--- src/hw/adc_link_consts.svh ---
// timing and size constants shared by both ends of the converter link
// assumes a 20 MHz system clock on each end
`ifndef ADC_LINK_CONSTS_SVH
`define ADC_LINK_CONSTS_SVH

`define SYS_CLK_NS 50
`define ADC_RES_BITS 16
`define ADC_CONV_MIN_NS 625
`define ADC_CONV_MAX_NS 900
`define ADC_CNVH_MIN_NS 10
`define ADC_CYCLE_MIN_NS 1667
// least times round up, longest times round down
`define ADC_CONV_CYC ((`ADC_CONV_MIN_NS + `SYS_CLK_NS - 1) / `SYS_CLK_NS)
`define ADC_CONV_MAX_CYC (`ADC_CONV_MAX_NS / `SYS_CLK_NS)
`define ADC_CNVH_CYC ((`ADC_CNVH_MIN_NS + `SYS_CLK_NS - 1) / `SYS_CLK_NS)
`define ADC_CYCLE_CYC ((`ADC_CYCLE_MIN_NS + `SYS_CLK_NS - 1) / `SYS_CLK_NS)
`define HOST_SCK_HALF_CYC 4
`define HOST_SYNC_MARGIN_CYC 4

`endif

--- src/hw/adc_link_pkg.sv ---
// state types for both ends of the converter link
// assumes nothing beyond the constants header
package adc_link_pkg;

    typedef enum logic [2:0] {
        DEV_IDLE = 3'b001,
        DEV_CONV = 3'b010,
        DEV_DATA = 3'b100
    } dev_state_type;

    typedef enum logic [3:0] {
        HOST_IDLE = 4'b0001,
        HOST_WAIT = 4'b0010,
        HOST_SHIFT = 4'b0100,
        HOST_DONE = 4'b1000
    } host_state_type;

endpackage

--- src/hw/adc_link_if.sv ---
// three-wire link between converter and host, plus the data return line
// assumes the bench joins one device end and one host end through it
interface adc_link_if;
    logic convert_strobe;
    logic serial_clock;
    logic chain_serial_input;
    logic result_serial_output;
    logic result_oe_n;
    logic line_level;

    // released line is pulled high
    assign line_level = result_oe_n ? 1'b1 : result_serial_output;

    modport device (
        input convert_strobe,
        input serial_clock,
        input chain_serial_input,
        output result_serial_output,
        output result_oe_n
    );

    modport host (
        output convert_strobe,
        output serial_clock,
        output chain_serial_input,
        input line_level
    );
endinterface

--- src/hw/adc_device_end.sv ---
// converter end: conversion timing, mode select, serial result output
// assumes strobe, serial clock and chain input come from another domain
// Operation
// - each strobe rise samples input, starts conversion
// - sixteen-bit result, every code passes through
// - result readable at once, no pipeline
// - conversion lasts 625 to 900 ns
// - host holds strobe high at least 10 ns
// - host keeps gated-mode clock period legal
// - host keeps chain-mode clock period legal
// - gate low drives output, msb first
// - release output on gate high or last edge; in chain mode the code keeps it driven until the next strobe rise
// - output moves after falling clock edge
// - chain input carries downstream converter result
// - chain input captured on falling clock edges
// - chain busy: output high once chain input high
// - chain input low at strobe rise selects chain
// - chain input reaches output sixteen clocks later
// - gate low at completion enables busy indicator; in chain mode the code enables it on strobe low at completion instead
`include "adc_link_consts.svh"

module adc_device_end (
    input wire logic I_SYS_CLK,
    input wire logic I_ARST_N,
    adc_link_if.device link,
    input wire logic [15:0] I_SAMPLE_CODE,
    output logic O_BUSY,
    output logic O_CHAIN_MODE,
    output logic [15:0] O_RESULT,
    output logic O_RESULT_VALID
);
    logic s_cnv;
    logic s_sck;
    logic s_sdi;
    logic cnv_q;
    logic sck_q;
    logic cnv_rise;
    logic sck_fall;
    logic gate;
    adc_link_pkg::dev_state_type state;
    logic chain_mode;
    logic busy_pending;
    logic [5:0] conv_cnt;
    logic [4:0] bit_cnt;
    logic [15:0] held_code;
    logic [15:0] shreg;
    logic conv_done;
    logic next_sdo;
    logic next_oe_n;

    sync_two_ff #(
        .WIDTH(3)
    ) pin_sync (
        .i_clk(I_SYS_CLK),
        .i_arst_n(I_ARST_N),
        .i_async({link.convert_strobe, link.serial_clock,
                  link.chain_serial_input}),
        .o_sync({s_cnv, s_sck, s_sdi})
    );

    always_ff @(posedge I_SYS_CLK or negedge I_ARST_N)
    begin
        if (!I_ARST_N)
        begin
            cnv_q <= 1'b0;
            sck_q <= 1'b0;
        end
        else
        begin
            cnv_q <= s_cnv;
            sck_q <= s_sck;
        end
    end

    assign cnv_rise = s_cnv & ~cnv_q;
    assign sck_fall = ~s_sck & sck_q;
    assign gate = ~s_cnv | ~s_sdi;
    assign conv_done = (state == adc_link_pkg::DEV_CONV) &&
                       (conv_cnt == 6'(`ADC_CONV_CYC - 1));

    // state sequencing
    always_ff @(posedge I_SYS_CLK or negedge I_ARST_N)
    begin
        if (!I_ARST_N)
        begin
            state <= adc_link_pkg::DEV_IDLE;
        end
        else if (cnv_rise)
        begin
            state <= adc_link_pkg::DEV_CONV;
        end
        else
        begin
            case (state)
                adc_link_pkg::DEV_IDLE:
                begin
                    state <= adc_link_pkg::DEV_IDLE;
                end
                adc_link_pkg::DEV_CONV:
                begin
                    if (conv_done)
                    begin
                        state <= adc_link_pkg::DEV_DATA;
                    end
                end
                adc_link_pkg::DEV_DATA:
                begin
                    // gated readout finished after sixteen bits
                    if (!chain_mode && bit_cnt == 5'(`ADC_RES_BITS))
                    begin
                        state <= adc_link_pkg::DEV_IDLE;
                    end
                end
                default:
                begin
                    state <= adc_link_pkg::DEV_IDLE;
                end
            endcase
        end
    end

    // sampling, mode choice and conversion timer
    always_ff @(posedge I_SYS_CLK or negedge I_ARST_N)
    begin
        if (!I_ARST_N)
        begin
            chain_mode <= 1'b0;
            held_code <= 16'h0000;
            conv_cnt <= 6'h00;
        end
        else if (cnv_rise)
        begin
            chain_mode <= ~s_sdi;
            held_code <= I_SAMPLE_CODE;
            conv_cnt <= 6'h00;
        end
        else if (state == adc_link_pkg::DEV_CONV)
        begin
            conv_cnt <= conv_cnt + 6'h01;
        end
    end

    // result shift register
    always_ff @(posedge I_SYS_CLK or negedge I_ARST_N)
    begin
        if (!I_ARST_N)
        begin
            shreg <= 16'h0000;
            bit_cnt <= 5'h00;
            busy_pending <= 1'b0;
        end
        else if (cnv_rise)
        begin
            bit_cnt <= 5'h00;
            busy_pending <= 1'b0;
        end
        else if (conv_done)
        begin
            shreg <= held_code;
            bit_cnt <= 5'h00;
            // chain mode busy when strobe low at completion
            busy_pending <= chain_mode ? ~s_cnv : gate;
        end
        else if (state == adc_link_pkg::DEV_DATA && sck_fall)
        begin
            if (busy_pending)
            begin
                busy_pending <= 1'b0;
            end
            else if (bit_cnt != 5'(`ADC_RES_BITS) || chain_mode)
            begin
                shreg <= {shreg[14:0], chain_mode ? s_sdi : 1'b0};
                if (bit_cnt != 5'(`ADC_RES_BITS))
                begin
                    bit_cnt <= bit_cnt + 5'h01;
                end
            end
        end
    end

    // output line drive
    always_comb
    begin
        next_sdo = 1'b0;
        next_oe_n = 1'b1;
        if (state == adc_link_pkg::DEV_DATA && chain_mode)
        begin
            next_oe_n = 1'b0;
            next_sdo = busy_pending ? s_sdi : shreg[15];
        end
        else if (state == adc_link_pkg::DEV_DATA && gate &&
                 bit_cnt != 5'(`ADC_RES_BITS))
        begin
            next_oe_n = 1'b0;
            // busy end marked low, msb follows first fall
            next_sdo = busy_pending ? 1'b0 : shreg[15];
        end
        else if (state == adc_link_pkg::DEV_CONV && !chain_mode && gate)
        begin
            next_oe_n = 1'b0;
            next_sdo = 1'b1;
        end
    end

    // registered pins, two cycles behind the detected edge
    always_ff @(posedge I_SYS_CLK or negedge I_ARST_N)
    begin
        if (!I_ARST_N)
        begin
            link.result_serial_output <= 1'b0;
            link.result_oe_n <= 1'b1;
        end
        else
        begin
            link.result_serial_output <= next_sdo;
            link.result_oe_n <= next_oe_n;
        end
    end

    // user-side status
    always_ff @(posedge I_SYS_CLK or negedge I_ARST_N)
    begin
        if (!I_ARST_N)
        begin
            O_BUSY <= 1'b0;
            O_CHAIN_MODE <= 1'b0;
            O_RESULT <= 16'h0000;
            O_RESULT_VALID <= 1'b0;
        end
        else
        begin
            O_BUSY <= (state == adc_link_pkg::DEV_CONV) && !conv_done;
            O_CHAIN_MODE <= chain_mode;
            O_RESULT_VALID <= conv_done && !cnv_rise;
            if (conv_done && !cnv_rise)
            begin
                O_RESULT <= held_code;
            end
        end
    end
endmodule

--- src/hw/sync_two_ff.sv ---
// two flip-flop synchroniser for a bundle of independent levels
// assumes each bit is a slow level or a clock far below the sampling rate
module sync_two_ff #(
    parameter int WIDTH = 1
) (
    input wire logic i_clk,
    input wire logic i_arst_n,
    input wire logic [WIDTH-1:0] i_async,
    output logic [WIDTH-1:0] o_sync
);
    logic [WIDTH-1:0] meta;

    always_ff @(posedge i_clk or negedge i_arst_n)
    begin
        if (!i_arst_n)
        begin
            meta <= '0;
            o_sync <= '0;
        end
        else
        begin
            meta <= i_async;
            o_sync <= meta;
        end
    end
endmodule
--- src/flat_wrapper.sv ---
// flat-port wrapper written by rule: the top's interface ports become plain ports
module adc_device_end_flat 
  (I_SYS_CLK, I_ARST_N, I_SAMPLE_CODE, O_BUSY, O_CHAIN_MODE, O_RESULT, O_RESULT_VALID, link_convert_strobe, link_serial_clock, link_chain_serial_input, link_result_serial_output, link_result_oe_n);
  adc_link_if link_i ();
  input wire logic I_SYS_CLK;
  input wire logic I_ARST_N;
  input wire logic [15:0] I_SAMPLE_CODE;
  output logic O_BUSY;
  output logic O_CHAIN_MODE;
  output logic [15:0] O_RESULT;
  output logic O_RESULT_VALID;
  input wire logic [$bits(link_i.convert_strobe)-1:0] link_convert_strobe;
  input wire logic [$bits(link_i.serial_clock)-1:0] link_serial_clock;
  input wire logic [$bits(link_i.chain_serial_input)-1:0] link_chain_serial_input;
  output wire logic [$bits(link_i.result_serial_output)-1:0] link_result_serial_output;
  output wire logic [$bits(link_i.result_oe_n)-1:0] link_result_oe_n;
  assign link_i.convert_strobe = link_convert_strobe;
  assign link_i.serial_clock = link_serial_clock;
  assign link_i.chain_serial_input = link_chain_serial_input;
  assign link_result_serial_output = link_i.result_serial_output;
  assign link_result_oe_n = link_i.result_oe_n;
  adc_device_end u_core (.I_SYS_CLK(I_SYS_CLK), .I_ARST_N(I_ARST_N), .link(link_i), .I_SAMPLE_CODE(I_SAMPLE_CODE), .O_BUSY(O_BUSY), .O_CHAIN_MODE(O_CHAIN_MODE), .O_RESULT(O_RESULT), .O_RESULT_VALID(O_RESULT_VALID));
endmodule
--- config.mk ---
export PLATFORM = sky130hd
export DESIGN_NAME = adc_device_end_flat
export DESIGN_NICKNAME = d
export VERILOG_FILES = /design/src/hw/adc_link_pkg.sv /design/src/hw/adc_link_if.sv /design/src/hw/adc_device_end.sv /design/src/hw/sync_two_ff.sv /design/src/flat_wrapper.sv
export VERILOG_INCLUDE_DIRS = /design/src /design/src/hw
export SDC_FILE = /design/constraint.sdc
export NUM_CORES = 1
export LEC_CHECK = 0
export BUFFER_PORTS_ARGS = -buffer_cell sky130_fd_sc_hd__buf_2
export CAP_MARGIN = 20
export CORE_MARGIN = 3
export CORE_UTILIZATION = 35
export CTS_CLUSTER_DIAMETER = 40
export DETAILED_ROUTE_END_ITERATION = 6
export GPL_TIMING_DRIVEN = 0
export PLACE_DENSITY_LB_ADDON = 0.3
export SLEW_MARGIN = 20
export SYNTH_ARGS = -nofsm -noshare
export SYNTH_HDL_FRONTEND = slang
export SYNTH_HIERARCHICAL = 1
export SYNTH_SLANG_ARGS = --single-unit
--- constraint.sdc ---
create_clock -name I_SYS_CLK -period 4.6 [get_ports I_SYS_CLK]
set_input_delay 0.23 -clock I_SYS_CLK [delete_from_list [all_inputs] [get_ports I_SYS_CLK]]
set_output_delay 0.23 -clock I_SYS_CLK [all_outputs]
set_load 0.005 [all_outputs]
==> Yosys cells after proc, flatten, opt, wreduce, memory -nomap -nowiden <==
Index checks and enable logic that the tools add are counted.
W data, S select, Z words.
{ "op_classes": {"addsub": 2, "n_mul": 0, "n_div": 0, "n_lt_le_gt_ge": 0, "n_eq_ne": 9, "n_shift": 0, "n_mux": 29, "n_bitwise": 8, "reduce_logical": 23} }
{ "op_table": {"columns": ["cell", "n"], "rows": [
  ["$mux W16", 4],
  ["$mux W5", 6],
  ["$mux W1", 13],
  ["$mux W6", 2],
  ["$logic_and A1 B1 Y1", 10],
  ["$mux W3", 3],
  ["$reduce_bool A3 Y1", 3],
  ["$reduce_and A4 Y1", 2],
  ["$add A6 B1 Y6 const B", 1],
  ["$eq A6 B4 Y1 const B", 1],
  ["$ne A3 B1 Y1 const B", 2],
  ["$pmux W3 S2", 1],
  ["$reduce_bool A2 Y1", 3],
  ["$add A5 B1 Y5 const B", 1],
  ["$eq A5 B5 Y1 const B", 1],
  ["$ne A5 B5 Y1 const B", 1],
  ["$not A1 Y1", 5],
  ["$eq A3 B2 Y1 const B", 1],
  ["$eq A3 B3 Y1 const B", 1],
  ["$logic_not A1 Y1", 3],
  ["$ne A3 B2 Y1 const B", 1],
  ["$and A1 B1 Y1", 2],
  ["$ne A2 B2 Y1 const B", 1],
  ["$reduce_and A2 Y1", 1],
  ["2 further kinds", 2]
]} }
{ "totals": {"register_bits": 77, "latchBits": 0, "mem_bits_rw": 0, "rom_bits": 0, "inputBits": 21, "output_inout_bits": 21, "word_cells": 88, "mem_count": 0} }

==> Depth between registers and ports, before layout <==
Gate-level depths: netlist of run 1.
{ "depth": {"depth_word": 7, "mapped_depth": 8, "mapped_depth_nobuf": 6} }

==> Hierarchy <==
Netlist of run 1, hierarchy kept.
{ "by_module_without_submodules": {"columns": ["mod", "instances", "cells_per_inst", "area_each_um2", "seq_area_each_um2"], "rows": [
  ["adc_device_end", 1, 259, 3101.7, 1779.2],
  ["sync_two_ff", 1, 6, 150.1, 150.1]
]} }

==> Worst setup path after synthesis of run 1 <==
Ideal clock, no wire load.
{ "synth_path": {"path_kind": "flip-flop to flip-flop", "startpoint": "reg u_core.state[0]", "endpoint": "reg u_core.O_RESULT[10]", "setup_time_ns": 0.125, "arrival_ns": 1.883, "required_ns": 4.475, "setup_slack_ns": 2.592, "path_stages_with_launch": 7, "n_path_buf": 2, "synth_period_minus_slack_ns": 2.008, "path_cell_list": "dfstp_2 > or3b_1 > buf_2 > or3_4 > nor2_8 > buf_12 > mux2_4"} }
{ "synth_via": {"elab_chain_cells": 3} }
{ "synth_rtl": {"columns": ["element", "line", "source"], "rows": [
  ["start: declaration", "adc_device_end.sv:40", "adc_link_pkg::dev_state_type state;"],
  ["start signal: assignment", "adc_device_end.sv:86", "state <= adc_link_pkg::DEV_IDLE;"],
  ["start signal: assignment", "adc_device_end.sv:90", "state <= adc_link_pkg::DEV_CONV;"],
  ["start signal: assignment", "adc_device_end.sv:97", "state <= adc_link_pkg::DEV_IDLE;"],
  ["$eq A3 B2 Y1", "adc_device_end.sv:78", "assign conv_done = (state == adc_link_pkg::DEV_CONV) &&"],
  ["$logic_and A1 B1 Y1", "adc_device_end.sv:78", null],
  ["$logic_and A1 B1 Y1", "adc_device_end.sv:235", "if (conv_done && !cnv_rise)"],
  ["end signal: assignment", "adc_device_end.sv:237", "O_RESULT <= held_code;"],
  ["end: declaration", "adc_device_end.sv:29", "output logic [15:0] O_RESULT,"]
]} }
Every way passes these cells.
A chain may end at the register's enable or synchronous reset.

==> Final worst setup path of run 1 <==
{ "layout_path": {"startpoint": "reg u_core.bit_cnt[0]", "endpoint": "reg u_core.shreg[9]"} }
{ "layout_via": {"elab_chain_cells": 4} }
{ "layout_rtl": {"columns": ["element", "line", "source"], "rows": [
  ["start: declaration", "adc_device_end.sv:44", "logic [4:0] bit_cnt;"],
  ["start signal: assignment", "adc_device_end.sv:175", "bit_cnt <= bit_cnt + 5'h01;"],
  ["$ne A5 B5 Y1", "adc_device_end.sv:170", "else if (bit_cnt != 5'(`ADC_RES_BITS) || chain_mode)"],
  ["$logic_or A1 B1 Y1", "adc_device_end.sv:170", null],
  ["$reduce_bool A2 Y1 (no line)", null, null],
  ["$reduce_and A4 Y1 (no line)", null, null],
  ["end signal: assignment", "adc_device_end.sv:159", "shreg <= held_code;"],
  ["end signal: assignment", "adc_device_end.sv:172", "shreg <= {shreg[14:0], chain_mode ? s_sdi : 1'b0};"],
  ["end: declaration", "adc_device_end.sv:46", "logic [15:0] shreg;"]
]} }
Every way passes these cells.

==> results_dict.tcl, run 1 <==
set metrics [dict create \
    cp_slowest_cell "o211ai_2" \
    dpl_cell_area_um2 3610 \
    initial_core_util 0.366 \
    yosysUniqueCellTypes 39 \
    die_area_um2 10500 \
    n_fill_cell 827 \
    synthTopCellsByCount "dfrtp_1, nand2_1, o22ai_1, nor2_1" \
    relSlewSlack 0.561 \
    timing.final.crit_share 0.500 \
    synth_area_leaders "dfrtp_1, nand2_1, a2bb2oi_2" \
    syn-num-nets 290 \
    fp-row-count 34 \
    grt_pass1_vias 2145 \
    cp.depth 7 \
    dieWidth_um 102 \
    yosysMostFrequentCell "dfrtp_1" \
    reg2reg_from "u_core/bit_cnt[0]" \
    cts_buffers 9 \
    setup_viol 0 \
    arrival_ns 2.57 \
    cts_tree "yes" \
    holdPathStages 3 \
    cap_violations 0 \
    synth_edf_count 0 \
    finalHoldViolations 0 \
    routed_wl_um 6210 \
    crit_required_ns 4.87 \
    cts-root-buf "clkbuf_8" \
    io-pin-count 42 \
    synthesis.area_um2 3250 \
    max_stage_delay_ns 0.48 \
    avgSynthCellArea_um2 12.3 \
    wl_per_cell_um 14.3 \
    worstMarginPinSlew_ns 0.658 \
    antenna_found_initial 0 \
    areaGrowthSynthToFinish_pct 18.5 \
    cts_sinks 77 \
    hold_ws_ns 0.0770 \
    hold_path.class "in2reg" \
    ys_ff_latch 77 \
    tns_ns 0 \
    min_from "I_SAMPLE_CODE[9]" \
    dieHeight_um 102 \
    crit_type "reg2reg" \
    ff2ff_path_depth 7 \
    path_max_fanout 10 \
    cp-end-kind "register" \
    skew_ns 0.00735 \
    grt_pass1_wl_um 10600 \
    crit_buf_inv 2 \
    postLayoutCellArea_um2 3850 \
    htree_levels 3 \
    p_leak_nw 1.92 \
    grt.total_usage 0.132 \
    rrSetupSlack_ns 2.30 \
    path_clk_slew_ns 0.07 \
    drive_above_1_share 0.298 \
    drv_slew 0 \
    ys_warn_count 6 \
    first_pass_iters 4 \
    vdd_drop_max_v 0.000208 \
    cp-startpoint "u_core/bit_cnt[0]" \
    via_per_inst 4.88 \
    final_antenna_net_count 0 \
    yosysTopAreaCellShare 0.577 \
    gp_congestion 0.712 \
    timing.final.crit_period_ns 2.30 \
    drt_iter0_markers 113 \
    synth_cells 265 \
    grt.overflow.total 0 \
    yosys.area.top_type "dfrtp_1" \
    async_flop_share 1.00 \
    vias 2118 \
    ys_seq_area_frac 0.593 \
    crit_chain "inv_1, ha_1, nand4bb_1, o211ai_2, clkbuf_1, o22ai_1, a2bb2oi_2" \
    cp-start-kind "register" \
    rsz0062_at_grt "no" \
    port_buffers 41 \
    antenna_cells 0 \
    grt_max_degree 44 \
    power_density_nw_per_um2 340 \
    synth_flop_cell "dfrtp_1" \
    nets 347 \
    route.detailed.drc 0 \
    outcome "finished clean" \
    clkLatencyLatePin_ns 0.34 \
    clock.fmax_mhz 435 \
    clk_path_buf_depth 2 \
    hpwl_um 4250 \
    path_delay_family "compound AO/OA/AOI/OAI gates" \
    core_area_um2 8890 \
]
==> layout by cell type, fill, tap and decap left out, types with 2 or more instances in the layout <==
cell type | synthesis | layout
nor2_1 | 11 | 11
a21oi_1 | 3 | 3
and3_1 | 2 | 2
clkbuf_1 | 10 | 10
a2bb2oi_1 | 6 | 6
nand4b_1 | 2 | 2
mux2_4 | 8 | 8
buf_6 | 2 | 2
nand2_1 | 58 | 58
dfstp_2 | 2 | 2
nor3b_1 | 3 | 3
clkinv_2 | 0 | 2
buf_2 | 1 | 41
inv_1 | 4 | 4
nand4_1 | 6 | 6
dlygate4sd3_1 | 0 | 4
buf_12 | 2 | 3
mux2_2 | 9 | 9
o22ai_1 | 16 | 16
and2_1 | 3 | 3
a2bb2oi_2 | 10 | 10
o21ai_0 | 5 | 5
dfrtp_1 | 75 | 75
ha_1 | 4 | 4
xor2_1 | 7 | 7
clkbuf_8 | 0 | 11
==> kinds of logic after synthesis <==
group / Yosys count / synth area share
AO/OA/AOI/OAI: 46 / 0.125
buffers and inverters: 19 / 0.0369
XOR/XNOR: 8 / 0.0215
multiplexers: 18 / 0.0712
adder cells (fa/ha/maj): 4 / 0.0154
AND/OR/NAND/NOR: 93 / 0.137
flip-flops: 77 / 0.593
==> metal layers <==
metal	GRT usage	routed length (µm)
met1	0.180	2960
met2	0.201	2820
met5	0	0
met3	0.0416	338
met4	0.0454	102
==> power breakdown <==
| part | internal (W) | switching, W | leakage [nW] |
|---|---|---|---|
| registers | 0.000707 | 0.0000227 | 1.02 |
| logic | 0.0000282 | 0.0000482 | 0.804 |
| clock network | 0.000275 | 0.000230 | 0.101 |
==> worst reg2reg max path, cell delays in order (launching register included) <==
cell,delay [ns]
dfrtp_1,0.41
inv_1,0.10
ha_1,0.16
nand4bb_1,0.26
o211ai_2,0.48
clkbuf_1,0.45
o22ai_1,0.21
a2bb2oi_2,0.18
==> area by class of cell <==
cell class	count	area (µm²)	share of cell area
plain buffers	15	105	0.0273
inverters	4	15.0	0.00390
well taps	108	135	0.0351
multi-input cells	169	1200	0.312
flip-flops and latches	77	1930	0.501
clock inverters	4	47.5	0.0123
repair buffers	46	268	0.0695
clock buffers	11	151	0.0393
==> final timing paths <==
path / endpoint
worst max register to register: u_core/shreg[9]
worst min register to register: u_core/pin_sync/o_sync[0]
worst max-delay path: u_core/shreg[9]
min in group asynchronous: u_core/bit_cnt[4]
max in group asynchronous: u_core/O_RESULT[3]
worst min-delay path: u_core/held_code[9]
==> timing repair <==
action	4_1_cts	5_1_grt
setup buffers	0	0
hold buffers	4	0
endpoints found under the hold margin	35	0
gates resized for setup	0	0
==> through the flow <==
| step | utilization | cells | total power, W | worst slack (ns) |
|---|---|---|---|---|
| after floorplan | - | 265 | 0.000774 | 2.59 |
| after global placement | 0.404 | 414 | 0.000814 | 2.37 |
| after detailed placement | 0.407 | 415 | 0.000819 | 2.35 |
| after CTS | 0.433 | 434 | 0.00133 | 2.28 |
| after global routing | 0.433 | 434 | 0.00138 | 2.08 |
| final | 0.433 | 434 | 0.00131 | 2.30 |
==> registers in the layout, indices dropped and copies added, names as in the netlist, 3 cells and up <==
| register | count |
|---|---|
| u_core/pin_sync/o_sync | 3 |
| u_core/held_code | 16 |
| u_core/conv_cnt | 6 |
| u_core/shreg | 16 |
| u_core/bit_cnt | 5 |
| u_core/state | 3 |
| u_core/O_RESULT | 16 |
| u_core/pin_sync/meta | 3 |
Power figures use the tool's default switching activity.
==> inputs of run 2 (changes only) <==
==> constraint.sdc (replaced) <==
create_clock -name I_SYS_CLK -period 2.3 [get_ports I_SYS_CLK]
set_input_delay 0.115 -clock I_SYS_CLK [delete_from_list [all_inputs] [get_ports I_SYS_CLK]]
set_output_delay 0.115 -clock I_SYS_CLK [all_outputs]
set_load 0.005 [all_outputs]
==> run 2 against run 1 <==
Cell area up 4.4%. Routed wire length grew 1.1%. Highest routed layer unchanged. First-iteration DRC count is 8.8% lower. Die area is the same. Power grew 100%. Clock power rose by 100%.
==> results_dict.tcl, run 2 (synthesized netlist as in run 1, its figures left out) <==
set metrics [dict create \
    grt_max_degree 44 \
    cts_buffers 9 \
    htree_levels 3 \
    port_buffers 41 \
    areaGrowthSynthToFinish_pct 23.7 \
    crit_buf_inv 2 \
    clk_path_buf_depth 2 \
    hold_ws_ns 0.257 \
    power_w 0.00264 \
    vdd_drop_max_v 0.000424 \
    hold_path.class "in2async" \
    cap_violations 0 \
    grt_pass1_wl_um 10800 \
    timing.final.crit_period_ns 2.15 \
    hpwl_um 4250 \
    first_pass_iters 4 \
    drv_slew 0 \
    cp-start-kind "register" \
    cp-end-kind "register" \
    antenna_cells 0 \
    setup_viol 0 \
    final_antenna_net_count 0 \
    reg2reg_from "u_core/state[2]" \
    path_clk_slew_ns 0.08 \
    nets 363 \
    initial_core_util 0.366 \
    clkLatencyLatePin_ns 0.34 \
    finalHoldViolations 0 \
    met2_usage 0.207 \
    cts-root-buf "clkbuf_8" \
    layout_commonest_cell "dfrtp_1" \
    outcome "finished clean" \
    p_leak_nw 1.99 \
    grt_busiest_layer "met2" \
    grt_pass1_vias 2204 \
    crit_type "reg2reg" \
    cts_sinks 77 \
    path_delay_family "simple AND/OR/NAND/NOR gates" \
    io-pin-count 42 \
    r2r_end "u_core/O_RESULT[14]" \
    drt_iter0_markers 103 \
    grt.overflow.total 0 \
    arrival_ns 2.38 \
    grt_use_met1 0.181 \
    reg_top3 "u_core/O_RESULT: 16 flops, u_core/held_code: 16 flops, u_core/shreg: 16 flops" \
    crit_required_ns 2.53 \
    vias 2176 \
    gr-usage-met3 0.0410 \
    cts_setup_buffers 0 \
    via_per_inst 4.84 \
    dpl_cell_area_um2 3610 \
    antenna_found_initial 0 \
    drive_above_1_share 0.287 \
    crit_chain "or3b_1, buf_2, or3_4, nor2_8, buf_12, mux2_4" \
    rsz0062_at_grt "no" \
    path_max_fanout 10 \
    core_area_um2 8890 \
    ff2ff_path_depth 6 \
    gp_congestion 0.712 \
    die_area_um2 10500 \
    layout_common_cells "dfrtp_1, nand2_1, buf_2, dlygate4sd3_1, o22ai_1" \
    worstMarginPinSlew_ns 0.740 \
    cp_slowest_cell "or3_4" \
    route.detailed.drc 0 \
    tns_ns 0 \
    fp-row-count 34 \
    routed_wl_um 6280 \
    dieHeight_um 102 \
    max_stage_delay_ns 0.44 \
    timing.final.crit_share 0.935 \
    cp-startpoint "u_core/state[2]" \
    power_density_nw_per_um2 657 \
    rrSetupSlack_ns 0.15 \
    dieWidth_um 102 \
    skew_ns 0.00727 \
    wl_per_cell_um 14.0 \
    clock.fmax_mhz 465 \
    relSlewSlack 0.506 \
    grt.total_usage 0.134 \
    postLayoutCellArea_um2 4020 \
    cts_tree "yes" \
]
## run 2: metrics by stage
| step | util | std cells | setup slack (ns) |
|---|---|---|---|
| 6_report | 0.453 | 450 | 0.149 |
| 5_1_grt | 0.453 | 450 | 0.0386 |
| 4_1_cts | 0.452 | 450 | 0.0291 |
| 3_5_place_dp | 0.407 | 415 | 0.0467 |
| 3_3_place_gp | 0.404 | 414 | 0.0676 |
| 2_1_floorplan | - | 265 | 0.292 |
## run 2: final cells by class
type	instances	area, µm²
Tap cell	108	135
Clock inverter	4	47.5
Sequential cell	77	1930
Clock buffer	11	151
Multi-Input combinational cell	169	1210
Buffer	15	106
Fill cell	811	4870
Inverter	4	15.0
Timing Repair Buffer	62	428
## run 2: routing by layer
layer  up-vias  routed length (µm)
met5         -                   0
met4         0                 102
met3         8                 296
met2        61                2840
met1      1034                3040
li1       1073                   -
## run 2: worst reg2reg max path: cells and delay by family (launching register included)
| kind | cells | cell delay [ns] |
|---|---|---|
| flops | 1 | 0.39 |
| mux | 1 | 0.30 |
| buf+inv | 2 | 0.35 |
| simple gates | 3 | 0.99 |
## run 2: repair_timing
| action | 4_1_cts | 5_1_grt |
|---|---|---|
| hold buffers | 20 | 0 |
| setup endpoints to repair | 1 | 10 |
| endpoints found under the hold margin | 51 | 0 |
| gates resized for setup | 1 | 2 |
## run 2: how the worst max path moves through the flow
stage,endpoint,slack [ns],depth (start not counted)
2_1_floorplan,u_core/O_RESULT[10],0.29,6
5_1_grt,u_core/shreg[6],0.04,7
3_3_place_gp,u_core/shreg[14],0.07,7
3_5_place_dp,u_core/shreg[6],0.05,7
6_report,u_core/O_RESULT[14],0.15,6
4_1_cts,u_core/shreg[9],0.03,7
## run 2: power breakdown
part	internal, W	total (W)	switching [W]
logic	0.0000741	0.000175	0.000101
registers	0.00141	0.00146	0.0000454
clock network	0.000551	0.00101	0.000461
